## src/core/tcrc_pkg.sv

```systemverilog
// Holds the shared constants, types and helpers of the temperature conversion and result core.
// Assumes a single 40 MHz reference clock and a synchronous active-low reset in every user.

package tcrc_pkg;

   // ---------------------------------------------------------------
   // Timing
   // ---------------------------------------------------------------
   localparam int unsigned CLK_KHZ = 40000;
   localparam int unsigned POWERUP_TIME_US = 1500;
   localparam int unsigned CONV_TIME_US = 15500;
   localparam int unsigned CYCLE_TIME_MS = 1000;
   localparam int unsigned BUS_TIMEOUT_MIN_MS = 20;
   localparam int unsigned BUS_TIMEOUT_MAX_MS = 40;
   localparam int unsigned POWERUP_CYC = (POWERUP_TIME_US * CLK_KHZ + 999) / 1000;
   localparam int unsigned CONV_CYC = (CONV_TIME_US * CLK_KHZ + 999) / 1000;
   localparam int unsigned CYCLE_CYC = CYCLE_TIME_MS * CLK_KHZ;
   localparam int unsigned BUS_TIMEOUT_CYC = BUS_TIMEOUT_MIN_MS * CLK_KHZ;

   typedef logic [25:0] tcrc_cnt_t;

   // ---------------------------------------------------------------
   // Data format and reset values
   // ---------------------------------------------------------------
   localparam int unsigned AVG_SHIFT = 3;
   localparam logic [3:0] AVG_DEPTH = 4'h8;
   localparam logic [3:0] SINGLE_DEPTH = 4'h1;
   localparam logic [1:0] AVG_SEL_NONE = 2'h0;
   localparam logic [1:0] AVG_SEL_EIGHT = 2'h1;
   localparam logic [15:0] RESULT_RESET = 16'h8000;
   localparam logic [1:0] AVG_RESET = AVG_SEL_EIGHT;
   localparam logic [15:0] HIGH_LIMIT_RESET = 16'h6000;
   localparam logic [15:0] LOW_LIMIT_RESET = 16'h8000;
   localparam logic THERM_RESET = 1'b0;

   typedef enum logic [1:0] {
      REGIME_CONT = 2'h0,
      REGIME_SHUT = 2'h1,
      REGIME_CONT_ALT = 2'h2,
      REGIME_ONESHOT = 2'h3
   } tcrc_regime_t;

   typedef enum logic [1:0] {
      ST_POWERUP = 2'h0,
      ST_ACTIVE = 2'h1,
      ST_STANDBY = 2'h3,
      ST_SHUTDOWN = 2'h2
   } tcrc_state_t;

   typedef struct packed {
      tcrc_regime_t conversion_regime_select;
      logic [1:0] averaging_select;
      logic therm_mode;
      logic [15:0] high_limit;
      logic [15:0] low_limit;
   } tcrc_cfg_t;

   typedef struct packed {
      logic busy;
      logic data_ready;
      logic high_alert;
      logic low_alert;
   } tcrc_status_t;

   // Number of single conversions that make up one stored result.
   function automatic logic [3:0] samples_per_result(input logic [1:0] sel);
      return (sel == AVG_SEL_EIGHT) ? AVG_DEPTH : SINGLE_DEPTH;
   endfunction

   function automatic logic is_continuous(input tcrc_regime_t r);
      return (r == REGIME_CONT) || (r == REGIME_CONT_ALT);
   endfunction

endpackage

```

## src/core/tcrc_core.sv

```systemverilog
// Holds the conversion sequencer, result register, alert flags and data-line timeout.
// Assumes the serial shifter and host read logic run on I_REF_CLK; only I_SCL is asynchronous.
`timescale 1ns/1ps

module tcrc_core #(
   parameter int unsigned POWERUP_CYC = tcrc_pkg::POWERUP_CYC,
   parameter int unsigned CONV_CYC = tcrc_pkg::CONV_CYC,
   parameter int unsigned CYCLE_CYC = tcrc_pkg::CYCLE_CYC,
   parameter int unsigned BUS_TIMEOUT_CYC = tcrc_pkg::BUS_TIMEOUT_CYC
) (
   input wire logic I_REF_CLK,
   input wire logic I_RST_N,
   input wire logic I_START_SHUTDOWN,
   input wire logic I_CFG_WRITE,
   input wire tcrc_pkg::tcrc_cfg_t I_CFG_WDATA,
   input wire logic I_CFG_READ,
   input wire logic I_RESULT_READ,
   input wire logic I_READ_ACTIVE,
   input wire logic [15:0] I_ADC_SAMPLE,
   input wire logic I_SCL,
   input wire logic I_SDA_HOLD,
   output logic O_SDA_O,
   output logic O_SDA_OE,
   output logic [15:0] O_TEMPERATURE_RESULT,
   output tcrc_pkg::tcrc_status_t O_STATUS,
   output tcrc_pkg::tcrc_cfg_t O_CFG
);

   localparam tcrc_pkg::tcrc_cnt_t PU_LAST = tcrc_pkg::tcrc_cnt_t'(POWERUP_CYC - 1);
   localparam tcrc_pkg::tcrc_cnt_t CONV_LAST = tcrc_pkg::tcrc_cnt_t'(CONV_CYC - 1);
   localparam tcrc_pkg::tcrc_cnt_t CYCLE_LAST = tcrc_pkg::tcrc_cnt_t'(CYCLE_CYC - 1);
   localparam tcrc_pkg::tcrc_cnt_t TO_LAST = tcrc_pkg::tcrc_cnt_t'(BUS_TIMEOUT_CYC - 1);

   tcrc_pkg::tcrc_state_t state_r;
   tcrc_pkg::tcrc_state_t state_nxt;
   tcrc_pkg::tcrc_cfg_t cfg_r;
   tcrc_pkg::tcrc_cnt_t pu_cnt_r;
   tcrc_pkg::tcrc_cnt_t conv_cnt_r;
   tcrc_pkg::tcrc_cnt_t cyc_cnt_r;
   tcrc_pkg::tcrc_cnt_t to_cnt_r;
   logic start_active;
   logic abort;
   logic conv_tick;
   logic final_done;
   logic [3:0] acc_count;
   logic signed [15:0] acc_result;
   logic [15:0] result_r;
   logic [15:0] pend_val_r;
   logic pend_r;
   logic ever_done_r;
   logic data_ready_r;
   logic high_alert_r;
   logic low_alert_r;
   logic above_high;
   logic below_low;
   logic scl_s1_r;
   logic scl_s2_r;
   logic scl_d_r;
   logic scl_edge;
   logic timed_out_r;
   logic timeout_hit;
   logic sda_oe_r;

   // ---------------------------------------------------------------
   // Conversion sequencing
   // ---------------------------------------------------------------
   assign conv_tick = (state_r == tcrc_pkg::ST_ACTIVE) && (conv_cnt_r == CONV_LAST);
   assign final_done = conv_tick &&
                       ((acc_count + 4'h1) == tcrc_pkg::samples_per_result(cfg_r.averaging_select));
   assign abort = I_CFG_WRITE && (I_CFG_WDATA.conversion_regime_select == tcrc_pkg::REGIME_SHUT) &&
                  (state_r != tcrc_pkg::ST_POWERUP);

   always_comb begin
      state_nxt = state_r;
      start_active = 1'b0;
      case (state_r)
         tcrc_pkg::ST_POWERUP: begin
            if (pu_cnt_r == PU_LAST) begin
               if (tcrc_pkg::is_continuous(cfg_r.conversion_regime_select)) begin
                  state_nxt = tcrc_pkg::ST_ACTIVE;
                  start_active = 1'b1;
               end else begin
                  state_nxt = tcrc_pkg::ST_SHUTDOWN;
               end
            end
         end
         tcrc_pkg::ST_ACTIVE: begin
            if (final_done) begin
               if (cfg_r.conversion_regime_select == tcrc_pkg::REGIME_ONESHOT) begin
                  state_nxt = tcrc_pkg::ST_SHUTDOWN;
               end else begin
                  state_nxt = tcrc_pkg::ST_STANDBY;
               end
            end
         end
         tcrc_pkg::ST_STANDBY: begin
            if (cyc_cnt_r >= CYCLE_LAST) begin
               state_nxt = tcrc_pkg::ST_ACTIVE;
               start_active = 1'b1;
            end
         end
         tcrc_pkg::ST_SHUTDOWN: begin
            state_nxt = tcrc_pkg::ST_SHUTDOWN;
         end
         default: begin
            state_nxt = tcrc_pkg::ST_POWERUP;
         end
      endcase
      // Host writes of the regime field take effect at once after power-up, except a continuous write in a single shot's last cycle, which ends in shutdown.
      if (state_r != tcrc_pkg::ST_POWERUP && I_CFG_WRITE) begin
         if (abort) begin
            state_nxt = tcrc_pkg::ST_SHUTDOWN;
            start_active = 1'b0;
         end else if (I_CFG_WDATA.conversion_regime_select == tcrc_pkg::REGIME_ONESHOT) begin
            state_nxt = tcrc_pkg::ST_ACTIVE;
            start_active = 1'b1;
         end else if (state_r == tcrc_pkg::ST_SHUTDOWN) begin
            state_nxt = tcrc_pkg::ST_ACTIVE;
            start_active = 1'b1;
         end
      end
   end

   always_ff @(posedge I_REF_CLK) begin
      if (!I_RST_N) begin
         state_r <= tcrc_pkg::ST_POWERUP;
      end else begin
         state_r <= state_nxt;
      end
   end

   always_ff @(posedge I_REF_CLK) begin
      if (!I_RST_N) begin
         pu_cnt_r <= '0;
      end else if (state_r == tcrc_pkg::ST_POWERUP && pu_cnt_r != PU_LAST) begin
         pu_cnt_r <= pu_cnt_r + 26'h1;
      end
   end

   always_ff @(posedge I_REF_CLK) begin
      if (!I_RST_N || start_active || conv_tick || state_r != tcrc_pkg::ST_ACTIVE) begin
         conv_cnt_r <= '0;
      end else begin
         conv_cnt_r <= conv_cnt_r + 26'h1;
      end
   end

   // The cycle counter runs from the start of the active period through standby.
   always_ff @(posedge I_REF_CLK) begin
      if (!I_RST_N || start_active) begin
         cyc_cnt_r <= '0;
      end else if (cyc_cnt_r != CYCLE_LAST) begin
         cyc_cnt_r <= cyc_cnt_r + 26'h1;
      end
   end

   // ---------------------------------------------------------------
   // Configuration
   // ---------------------------------------------------------------
   always_ff @(posedge I_REF_CLK) begin
      if (!I_RST_N) begin
         cfg_r.conversion_regime_select <= I_START_SHUTDOWN ? tcrc_pkg::REGIME_SHUT
                                                            : tcrc_pkg::REGIME_CONT;
         cfg_r.averaging_select <= tcrc_pkg::AVG_RESET;
         cfg_r.therm_mode <= tcrc_pkg::THERM_RESET;
         cfg_r.high_limit <= tcrc_pkg::HIGH_LIMIT_RESET;
         cfg_r.low_limit <= tcrc_pkg::LOW_LIMIT_RESET;
      end else if (I_CFG_WRITE) begin
         cfg_r <= I_CFG_WDATA;
      end else if (final_done && cfg_r.conversion_regime_select == tcrc_pkg::REGIME_ONESHOT) begin
         cfg_r.conversion_regime_select <= tcrc_pkg::REGIME_SHUT;
      end
   end

   // ---------------------------------------------------------------
   // Averaging and result
   // ---------------------------------------------------------------
   tcrc_avg_acc u_acc (
      .i_clk(I_REF_CLK),
      .i_rst_n(I_RST_N),
      .i_clear(start_active || final_done || abort),
      .i_add(conv_tick && !final_done),
      .i_avg8(cfg_r.averaging_select == tcrc_pkg::AVG_SEL_EIGHT),
      .i_sample(I_ADC_SAMPLE),
      .o_count(acc_count),
      .o_result(acc_result)
   );

   // A result finishing during a host read waits whole and lands when the read ends.
   always_ff @(posedge I_REF_CLK) begin
      if (!I_RST_N) begin
         result_r <= tcrc_pkg::RESULT_RESET;
         pend_val_r <= tcrc_pkg::RESULT_RESET;
         pend_r <= 1'b0;
      end else if (final_done) begin
         if (I_READ_ACTIVE) begin
            pend_val_r <= acc_result;
            pend_r <= 1'b1;
         end else begin
            result_r <= acc_result;
            pend_r <= 1'b0;
         end
      end else if (pend_r && !I_READ_ACTIVE) begin
         result_r <= pend_val_r;
         pend_r <= 1'b0;
      end
   end

   always_ff @(posedge I_REF_CLK) begin
      if (!I_RST_N) begin
         ever_done_r <= 1'b0;
      end else if (final_done) begin
         ever_done_r <= 1'b1;
      end
   end

   // ---------------------------------------------------------------
   // Data ready and alert flags
   // ---------------------------------------------------------------
   assign above_high = acc_result > $signed(cfg_r.high_limit);
   assign below_low = acc_result < $signed(cfg_r.low_limit);

   always_ff @(posedge I_REF_CLK) begin
      if (!I_RST_N) begin
         data_ready_r <= 1'b0;
      end else if (final_done) begin
         data_ready_r <= 1'b1;
      end else if (I_RESULT_READ || I_CFG_READ) begin
         data_ready_r <= 1'b0;
      end
   end

   // Alert mode: sticky until a configuration read. Therm mode: high with hysteresis.
   always_ff @(posedge I_REF_CLK) begin
      if (!I_RST_N) begin
         high_alert_r <= 1'b0;
         low_alert_r <= 1'b0;
      end else if (cfg_r.therm_mode) begin
         low_alert_r <= 1'b0;
         if (final_done && above_high) begin
            high_alert_r <= 1'b1;
         end else if (final_done && below_low) begin
            high_alert_r <= 1'b0;
         end
      end else begin
         if (final_done && above_high) begin
            high_alert_r <= 1'b1;
         end else if (I_CFG_READ) begin
            high_alert_r <= 1'b0;
         end
         if (final_done && below_low) begin
            low_alert_r <= 1'b1;
         end else if (I_CFG_READ) begin
            low_alert_r <= 1'b0;
         end
      end
   end

   // ---------------------------------------------------------------
   // Serial clock stall timeout
   // ---------------------------------------------------------------
   always_ff @(posedge I_REF_CLK) begin
      if (!I_RST_N) begin
         scl_s1_r <= 1'b1;
         scl_s2_r <= 1'b1;
         scl_d_r <= 1'b1;
      end else begin
         scl_s1_r <= I_SCL;
         scl_s2_r <= scl_s1_r;
         scl_d_r <= scl_s2_r;
      end
   end

   assign scl_edge = scl_s2_r ^ scl_d_r;
   assign timeout_hit = I_SDA_HOLD && !scl_edge && (to_cnt_r == TO_LAST);

   always_ff @(posedge I_REF_CLK) begin
      if (!I_RST_N || !I_SDA_HOLD || scl_edge) begin
         to_cnt_r <= '0;
         timed_out_r <= 1'b0;
      end else if (timeout_hit) begin
         timed_out_r <= 1'b1;
      end else if (!timed_out_r) begin
         to_cnt_r <= to_cnt_r + 26'h1;
      end
   end

   always_ff @(posedge I_REF_CLK) begin
      if (!I_RST_N) begin
         sda_oe_r <= 1'b0;
      end else begin
         sda_oe_r <= I_SDA_HOLD && !timed_out_r && !timeout_hit;
      end
   end

   assign O_SDA_O = 1'b0;
   assign O_SDA_OE = sda_oe_r;
   assign O_TEMPERATURE_RESULT = result_r;
   assign O_CFG = cfg_r;
   assign O_STATUS.busy = (state_r == tcrc_pkg::ST_ACTIVE);
   assign O_STATUS.data_ready = data_ready_r;
   assign O_STATUS.high_alert = high_alert_r;
   assign O_STATUS.low_alert = low_alert_r;
endmodule

```

## src/core/tcrc_avg_acc.sv

```systemverilog
// Holds the sample accumulator that forms single or eight-sample averaged results.
// Assumes samples arrive from logic on the same clock, one per conversion end.
`timescale 1ns/1ps

module tcrc_avg_acc (
   input wire logic i_clk,
   input wire logic i_rst_n,
   input wire logic i_clear,
   input wire logic i_add,
   input wire logic i_avg8,
   input wire logic signed [15:0] i_sample,
   output logic [3:0] o_count,
   output logic signed [15:0] o_result
);

   logic signed [18:0] sum_r;
   logic signed [18:0] sum_plus;
   logic [3:0] count_r;

   assign sum_plus = sum_r + 19'(i_sample);
   // Arithmetic shift keeps the two's complement sign of the average.
   assign o_result = i_avg8 ? 16'(sum_plus >>> tcrc_pkg::AVG_SHIFT) : i_sample;
   assign o_count = count_r;

   // ---------------------------------------------------------------
   // Accumulation
   // ---------------------------------------------------------------
   always_ff @(posedge i_clk) begin
      if (!i_rst_n || i_clear) begin
         sum_r <= '0;
         count_r <= 4'h0;
      end else if (i_add) begin
         sum_r <= sum_plus;
         count_r <= count_r + 4'h1;
      end
   end

endmodule

```

## config.mk

```make
export PLATFORM = sky130hd
export DESIGN_NAME = tcrc_core
export DESIGN_NICKNAME = d
export VERILOG_FILES = /design/src/core/tcrc_pkg.sv /design/src/core/tcrc_core.sv /design/src/core/tcrc_avg_acc.sv
export SDC_FILE = /design/constraint.sdc
export NUM_CORES = 1
export LEC_CHECK = 0
export BUFFER_PORTS_ARGS = -buffer_cell sky130_fd_sc_hd__buf_2
export CAP_MARGIN = 15
export CORE_UTILIZATION = 28
export CTS_CLUSTER_DIAMETER = 120
export DETAILED_ROUTE_END_ITERATION = 10
export PLACE_DENSITY = 0.55
export SYNTH_ARGS = -nofsm -noshare
export SYNTH_HDL_FRONTEND = slang
export SYNTH_SLANG_ARGS = --single-unit
```

## constraint.sdc

```tcl
create_clock -name I_REF_CLK -period 6.3 [get_ports I_REF_CLK]
set_input_delay 1.26 -clock I_REF_CLK [delete_from_list [all_inputs] [get_ports I_REF_CLK]]
set_output_delay 1.26 -clock I_REF_CLK [all_outputs]
set_load 0.005 [all_outputs]
```

After elaboration in Yosys (flattened, before gate mapping)
Cells that the tools add are included.
{ "totals": {"rom_bits": 0, "ram_bits": 0, "word_cells": 137, "mem_count": 0, "ff_bits": 207, "latch_bits": 0, "inputBits": 62} }
{ "op_classes": {"div_mod_pow": 0, "bitwise_logic": 4, "n_reduce_logical": 44, "mul": 0, "muxes": 39, "order_cmp": 3, "n_eq_ne": 18, "add_sub_neg": 6, "shifts": 0} }
{ "ops": {"columns": ["op", "n"], "rows": [
  ["adder 26 x 1 -> 26 bit, second input constant", 4],
  ["two-way mux 16 bit", 4],
  ["equality test 26 x 20 -> 1 bit, second input constant", 2],
  ["two-way mux 37 bit", 1],
  ["two-way mux 35 bit", 1],
  ["equality test 26 x 16 -> 1 bit, second input constant", 1],
  [">= comparator 26 bit, second input constant", 1],
  ["!= test 26 x 16 -> 1 bit, second input constant", 1],
  ["!= test 26 bit, second input constant", 1],
  ["two-way mux 1 bit", 20],
  ["two-way mux 2 bit", 10],
  ["adder 19 x 16 -> 19 bit", 1],
  ["> comparator 16 bit", 1],
  ["< comparator 16 bit", 1],
  ["logical AND 1 bit", 15],
  ["equality test 2 bit, second input constant", 5],
  ["logical OR 1 bit", 10],
  ["case mux 2 bit (4 select lines)", 1],
  ["AND reduction 2 bit", 4],
  ["nonzero test 2 bit", 4],
  ["zero test 1 bit", 7],
  ["equality test 2 x 1 -> 1 bit, second input constant", 3],
  ["!= test 3 x 1 -> 1 bit, second input constant", 2],
  ["adder 4 x 1 -> 4 bit, second input constant", 1],
  ["other kinds (10)", 13]
]} }

Depth between registers and ports, before layout
Gate-level depths: netlist of the first run.
{ "depth": {"word_depth": 12, "mapped_depth": 19, "depth_no_buf": 19} }

Cells and area by module
A second synthesis of the first run with hierarchy kept.
{ "hier_totals": {"cells_unflattened": 1341, "area_unflattened_um2": 11309.6} }
{ "by_module_without_submodules": {"columns": ["module", "area_per_inst_um2", "seq_area_each_um2", "cells_each", "n_inst"], "rows": [
  ["tcrc_core", 9039.9, 3703.6, 1048, 1],
  ["tcrc_avg_acc", 2269.7, 460.4, 293, 1]
]} }

Worst setup path before layout of the first run
No wires, ideal clock.
{ "synth_path": {"path_kind": "in2reg", "from": "in I_ADC_SAMPLE[0]", "to": "reg high_alert_r", "arrival_ns": 4.895, "setup_time_ns": 0.115, "path_stages": 17, "slack_ns": 1.291, "path_cell_list": "ha_1 > fa_1 > a211oi_1 > o21ai_1 > and3_1 > or2_2 > xnor2_1 > o21ai_0 > ha_1 > a21o_1 > nand3_1 > a31oi_1 > o21ai_0 > or4bb_1 > a221oi_1 > a21oi_1 > o21a_1"} }
{ "synth_via": {"elab_chain_len": 6, "elab_cells_between_ends": 12, "classes_between": "add/sub (1); order compare (2); eq/ne (1); mux (4); reduce/logical (4)"} }
{ "synth_rtl": {"columns": ["element", "line", "rtl"], "rows": [
  ["start, declared", "tcrc_core.sv:19", "input wire logic [15:0] I_ADC_SAMPLE,"],
  ["adder 19 x 16 -> 19 bit *", "tcrc_avg_acc.sv:20", "assign sum_plus = sum_r + 19'(i_sample);"],
  ["two-way mux 16 bit *", "tcrc_avg_acc.sv:22", "assign o_result = i_avg8 ? 16'(sum_plus >>> tcrc_pkg::AVG_SHIFT) : i_sample;"],
  ["named net acc_result[9]", "tcrc_core.sv:46", "logic signed [15:0] acc_result;"],
  ["> comparator 16 bit or < comparator 16 bit (tied branches)", "tcrc_core.sv:220, tcrc_core.sv:221", null],
  ["logical AND 1 bit (on tied branches)", "tcrc_core.sv:240, tcrc_core.sv:246, tcrc_core.sv:242", null],
  ["!= test 3 x 1 -> 1 bit (no line) (tied with other cells)", null, null],
  ["AND reduction 2 bit (no line) or two-way mux 1 bit (tied branches)", null, null],
  ["end signal, assigned", "tcrc_core.sv:241", "high_alert_r <= 1'b1;"],
  ["end signal, assigned", "tcrc_core.sv:243", "high_alert_r <= 1'b0;"],
  ["end signal, assigned", "tcrc_core.sv:247", "high_alert_r <= 1'b1;"],
  ["end, declared", "tcrc_core.sv:52", "logic high_alert_r;"]
]} }
The timed path passes the listed nets; every way through them passes the cells marked *.
A chain may end at the register's enable or synchronous reset.

Worst setup path in the final report of the first run
Same ends and word-level chain as after synthesis.

==> flow_summary.yaml, run 1 <==
floorplanning:
  ioPinCount: 121
  rows: 71
  core_um2: 37800
  die_x_um: 198
  floorplan.die_area_um2: 39300
  die-height_um: 198
  floorplan.initialDensity_pct: 28.5
drt:
  drc_errors: 0
  wl_met3_um: 1260
  drt_iter0_drc: 352
  final_antenna_net_count: 0
  average_wire_length_per_cell_after_detail_routing_um: 13.8
  drt_pass1_iterations: 5
  detail_route.vias_per_cell: 4.73
  wl_met1_um: 12600
  top_signal_layer_used: "met5"
  vias: 9159
  routed_wirelength_um: 26700
  amount_of_wire_on_met2_after_detailed_routing_um: 12100
finish:
  most-common-layout-cells: "nor2_1, dfxtp_1, nand2_1"
  final_nets: 1534
  finish.utilization_pct: 33.4
  antenna_cells: 0
  syn2layout_area_growth_pct: 17.0
  drive_gt1_share_pct: 12.5
  mostFrequentLayoutCell: "nor2_1"
synth:
  yosys.cell_types.count: 74
  yosys.area.top_type_share_pct: 38.0
  share_of_synthesized_area_occupied_by_flip_flops_and_latches_pct: 38.6
  postSynthAreaPerCell_um2: 8.18
  netlist_instances: 1320
  synth_async_sr_flop_share_pct: 0
  synth_enable_flop_cells: 2
  synth-seq-cells: 207
  synth_nets: 1441
  post_synth_instance_area_um2: 10800
  predominant_post_synthesis_flop_cell: "dfxtp_1"
  synth.area.top_cells: "dfxtp_1, nor2_1, ha_1"
  yosysTopAreaCell: "dfxtp_1"
  synth_warnings: 0
power:
  intPower_w: 0.00235
  maximum_vdd_drop_v: 0.000179
  power.combinational.fraction_pct: 9.8
  power.share.switching_pct: 23.8
  power.share.clock_pct: 45.8
  static-leakage-power_nw: 4.89
  power_frac_seq_pct: 44.4
  power_per_cell_area_nw_per_um2: 244
  p_sw_w: 0.000734
setup_path:
  timing.critical_path.arrival_ns: 5.64
  endpoint_kind: "register"
  critPathLaunchType: "input pin"
  critPathKind: "input pin to register"
  crit_required_ns: 6.70
  timing.critical_path.fanout_max: 4
run_status:
  outcome: "completed"
global_routing:
  track_usage_pct: 13.5
  grt_overflow: 0
  first_global_vias: 8514
  antenna_found_initial: 5
  grt_max_degree: 46
  grt_pass1_wl_um: 43500
cts:
  cts.clk_slew.worst_paths_ns: 0.06
  tritoncts_clock_tree: "built"
  number_of_buffers_inserted_during_clock_tree_synthesis: 23
  cts-hold-fix-buffers: 0
  clock_root_cell: "clkbuf_16"
  tritoncts_num_sinks: 207
  clockBufferDepth: 3
  cts_setup_buffers: 0
  post_cts_resize_count: 0
  clock_latency_ns: 0.51
  cts-htree-levels: 1
placement:
  gp_routability_congestion: 0.821
  dpl.hpwl_um: 19600
  place_ws_ns: 0.543
  place.port_buffers: 119
timing:
  setup-violations-final: 0
  finalCriticalPeriod_ns: 5.23
  worstMarginPinSlew_ns: 1.02
  timing.clock.skew_ns: 0.0179
  fmax_ghz: 0.191
  timing.final.hold_violations: 0
  finalSetupTns_ns: 0
  slew_headroom_pct: 31.6
  grt_setup_unrepaired: "no"
  timing.final.ws_setup_ns: 1.07
  drv_slew: 0
  final_min_period_over_clock_period_pct: 83.1
  whs_ns: 0.442
hold_path:
  min_delay_worst_type: "register to register"
flow_run:
  maxCapViolations: 0
==> registers in the layout, summed over array words and instances, names as in the netlist, 2 cells and up <==
name / flops
cyc_cnt_r: 26
conv_cnt_r: 26
state_r: 2
to_cnt_r: 26
O_CFG: 37
u_acc.sum_r: 19
pend_val_r: 16
O_TEMPERATURE_RESULT: 16
u_acc.o_count: 4
pu_cnt_r: 26
==> cell usage after synthesis (6+ instances only) <==
master	count
a21o_1	9
nor2_1	235
and3_1	20
or3_1	16
nand2_1	123
and2_1	10
nand4_1	38
nand2b_1	12
dfxtp_1	205
xnor2_1	53
o21ai_0	50
a211oi_1	13
nor4_1	7
clkbuf_1	41
nor2b_1	9
a31oi_1	12
o211ai_1	12
o21a_1	8
mux2i_1	42
nand3_1	48
ha_1	58
a21oi_1	57
inv_1	59
xor2_1	56
nor3_1	32
buf_4	6
==> per-layer routing <==
layer / GRT usage [%] / vias up
met4: 3.73 / 4
met3: 2.81 / 55
met2: 22.3 / 170
met1: 17.6 / 4210
met5: 0 / -
li1: - / 4720
==> critical path, stage by stage <==
cell and delay, ns:
buf_2 0.11, ha_1 0.22, fa_1 0.43, a211oi_1 0.30, o21ai_1 0.19, and3_1 0.20, or2_2 0.30, xnor2_1 0.14
o21ai_0 0.52, ha_1 0.37, a21o_1 0.18, nand3_1 0.07, a31oi_1 0.07, o21ai_0 0.14, or4bb_1 0.40, a221oi_1 0.41
a21oi_1 0.12, o21a_1 0.19
==> metrics by stage <==
step / area [um2] / power (W) / std cells
finish: 12600 / 0.00308 / 1938
floorplan: 10800 / 0.00159 / 1320
CTS: 12600 / 0.00312 / 1938
global placement: 11800 / 0.00170 / 1899
global route: 12600 / 0.00322 / 1938
detailed placement: 11800 / 0.00170 / 1899
==> cells by family (layout without fill, tap and decap cells) <==
group	Yosys count	after routing	share of synthesized area, %
compound gates	196	196	11.6
xor+xnor	109	109	8.84
fa+ha+maj	59	59	6.91
buf+inv	119	226	4.54
flops	207	207	38.6
mux	42	42	3.89
other cells	1	1	0.0347
simple gates	587	587	25.6
==> power by group through the flow <==
stage | combinational (W) | clock, W | sequential (W)
global route | 0.000347 | 0.00151 | 0.00137
global placement | 0.000302 | 0 | 0.00139
CTS | 0.000308 | 0.00145 | 0.00137
floorplan | 0.000204 | 0 | 0.00139
detailed placement | 0.000306 | 0 | 0.00140
finish | 0.000303 | 0.00141 | 0.00137
==> area by class of cell <==
type	count	area [um2]
multi-input combinational	994	6150
timing repair buffer	127	656
fill	4011	25200
tap	511	639
sequential	207	4160
clock inverter	3	90.1
clock buffer	36	704
inverter	60	225
==> path summary, 6_finish.rpt <==
check | startpoint | to | slack, ns | depth (start not counted)
min | scl_s1_r | scl_s2_r | 0.44 | 1
max | I_ADC_SAMPLE[0] | high_alert_r | 1.07 | 18
max reg2reg | u_acc.sum_r[0] | high_alert_r | 1.64 | 17
min reg2reg | scl_s1_r | scl_s2_r | 0.44 | 1
Power figures use the tool's default switching activity.
==> inputs of run 2 (changes only) <==
==> constraint.sdc (replaced) <==
create_clock -name I_REF_CLK -period 5 [get_ports I_REF_CLK]
set_input_delay 1 -clock I_REF_CLK [delete_from_list [all_inputs] [get_ports I_REF_CLK]]
set_output_delay 1 -clock I_REF_CLK [all_outputs]
set_load 0.005 [all_outputs]
==> run 2 against run 1 <==
Against the previous run: global-route usage rose by 0.52 points; non-clock buffer count up 23; largest cell class unchanged; combinational power grew 32%; routed wire length grew 2.8%; via count rose by 1.2%; clock skew down 0.0017 ns; final area increased by 1.9%; clock power grew 35%; sequential share of layout area is 0.62 points lower.
==> flow_summary.yaml, run 2 (same netlist as run 1, synthesis figures left out) <==
hold_path:
  min_delay_worst_type: "register to register"
  min_delay_worst_endpoint: "scl_s2_r"
  holdCritStartpoint: "scl_s1_r"
  worstHoldPathCells: 1
setup_path:
  rrSetupSlack_ns: 0.72
  timing.critical_path.arrival_ns: 5.00
  crit_start: "I_ADC_SAMPLE[0]"
  crit_required_ns: 5.44
  depth_of_the_most_critical_reg_to_reg_path: 19
  endpoint_kind: "register"
  critPathLaunchType: "input pin"
  reg2reg_to: "low_alert_r"
  critPathKind: "input pin to register"
  timing.critical_path.fanout_max: 2
  crit-reg2reg-launch: "u_acc.sum_r[0]"
floorplanning:
  floorplan.die_area_um2: 39300
  rows: 71
  die-height_um: 198
  floorplan.initialDensity_pct: 28.5
  ioPinCount: 121
  die_x_um: 198
  core_um2: 37800
cts:
  clock_root_cell: "clkbuf_16"
  cts_setup_buffers: 0
  number_of_buffers_inserted_during_clock_tree_synthesis: 25
  post_cts_resize_count: 0
  clock_latency_ns: 0.53
  cts.clk_slew.worst_paths_ns: 0.06
  clockBufferDepth: 3
  cts-htree-levels: 1
  cts-hold-fix-buffers: 0
  tritoncts_num_sinks: 207
  tritoncts_clock_tree: "built"
run_status:
  outcome: "completed"
timing:
  timing.final.hold_violations: 0
  setup-violations-final: 0
  final_min_period_over_clock_period_pct: 91.3
  worstMarginPinSlew_ns: 1.08
  timing.clock.skew_ns: 0.0163
  slew_headroom_pct: 27.7
  drv_slew: 0
  finalCriticalPeriod_ns: 4.57
  grt_setup_unrepaired: "no"
  finalSetupTns_ns: 0
  fmax_ghz: 0.219
power:
  power_per_cell_area_nw_per_um2: 312
  design_power_total_w: 0.00402
  static-leakage-power_nw: 5.03
  maximum_vdd_drop_v: 0.000231
drt:
  drt_pass1_iterations: 4
  drt_iter0_drc: 401
  detail_route.vias_per_cell: 4.71
  drc_errors: 0
  average_wire_length_per_cell_after_detail_routing_um: 14.0
  final_antenna_net_count: 0
  vias: 9271
  routed_wirelength_um: 27500
placement:
  dpl.hpwl_um: 20300
  gp_routability_congestion: 0.876
  dpl_cell_area_um2: 12000
  place.port_buffers: 119
finish:
  mostFrequentLayoutCell: "nor2_1"
  drive_gt1_share_pct: 14.1
  postLayoutCellArea_um2: 12900
  syn2layout_area_growth_pct: 19.2
  finish.utilization_pct: 34.0
  flip_flop_count_of_the_largest_register_after_layout: 37
  final_nets: 1559
  most-common-layout-cells: "nor2_1, dfxtp_1, nand2_1"
global_routing:
  grt_overflow: 0
  first_global_vias: 8737
  antenna_found_initial: 4
  grt_pass1_wl_um: 44900
  track_usage_pct: 14.0
  grt_max_degree: 60
flow_run:
  maxCapViolations: 0
run 2: cell count changes in the layout (fill, tap and decap cells not counted), sizes merged:
| cell | delta |
|---|---|
| buf | +23 |
| bufinv | +1 |
| clkinv | +3 |
| clkinvlp | +1 |
| diode | +1 |
run 2: per-layer routing:
layer,share of wire [%],track usage [%]
met5,0.040,0
met2,46,22.8
met4,2.2,3.50
met3,4.9,3.19
met1,47,18.6
run 2: worst max-delay path by stage:
stage	end	slack, ns	depth (start not counted)
2_1_floorplan	high_alert_r	0.25	17
3_3_place_gp	high_alert_r	-0.02	19
3_5_place_dp	low_alert_r	-0.04	20
4_1_cts	low_alert_r	0.48	20
5_1_grt	low_alert_r	0.04	20
6_report	low_alert_r	0.43	20
run 2: area by class of cell:
cell class,count,area (um2)
multi-input cells,994,6150
clock buffers,36,717
inverters,60,225
fillers,4067,25000
diodes,1,2.50
clock inverters,8,143
flip-flops and latches,207,4160
repair buffers,150,828
well taps,511,639
run 2: worst max-delay path, stage by stage:
cell	delay (ns)
buf_2	0.11
ha_1	0.21
fa_1	0.39
a211oi_1	0.32
o21ai_1	0.16
and3_1	0.18
or2_2	0.30
xnor2_1	0.17
o21ai_0	0.11
buf_4	0.15
ha_1	0.28
a21o_1	0.18
nand3_1	0.07
a31oi_1	0.08
o21ai_0	0.17
or4bb_1	0.41
a221oi_1	0.39
buf_4	0.17
a21oi_1	0.03
nor3_1	0.12
run 2: report_power, final:
group          switching, W  internal (W)  total, W
clock network      0.000701       0.00119   0.00190
logic              0.000230      0.000169  0.000399
registers         0.0000349       0.00169   0.00172
run 2: through the flow:
| step | setup slack (ns) | cells | hold slack [ns] |
|---|---|---|---|
| detailed placement | -0.0411 | 1922 | 0.407 |
| CTS | 0.481 | 1966 | 0.424 |
| finish | 0.434 | 1967 | 0.424 |
| global route | 0.0385 | 1966 | 0.451 |
| floorplan | 0.251 | 1320 | 0.386 |
| global placement | -0.0227 | 1922 | 0.406 |
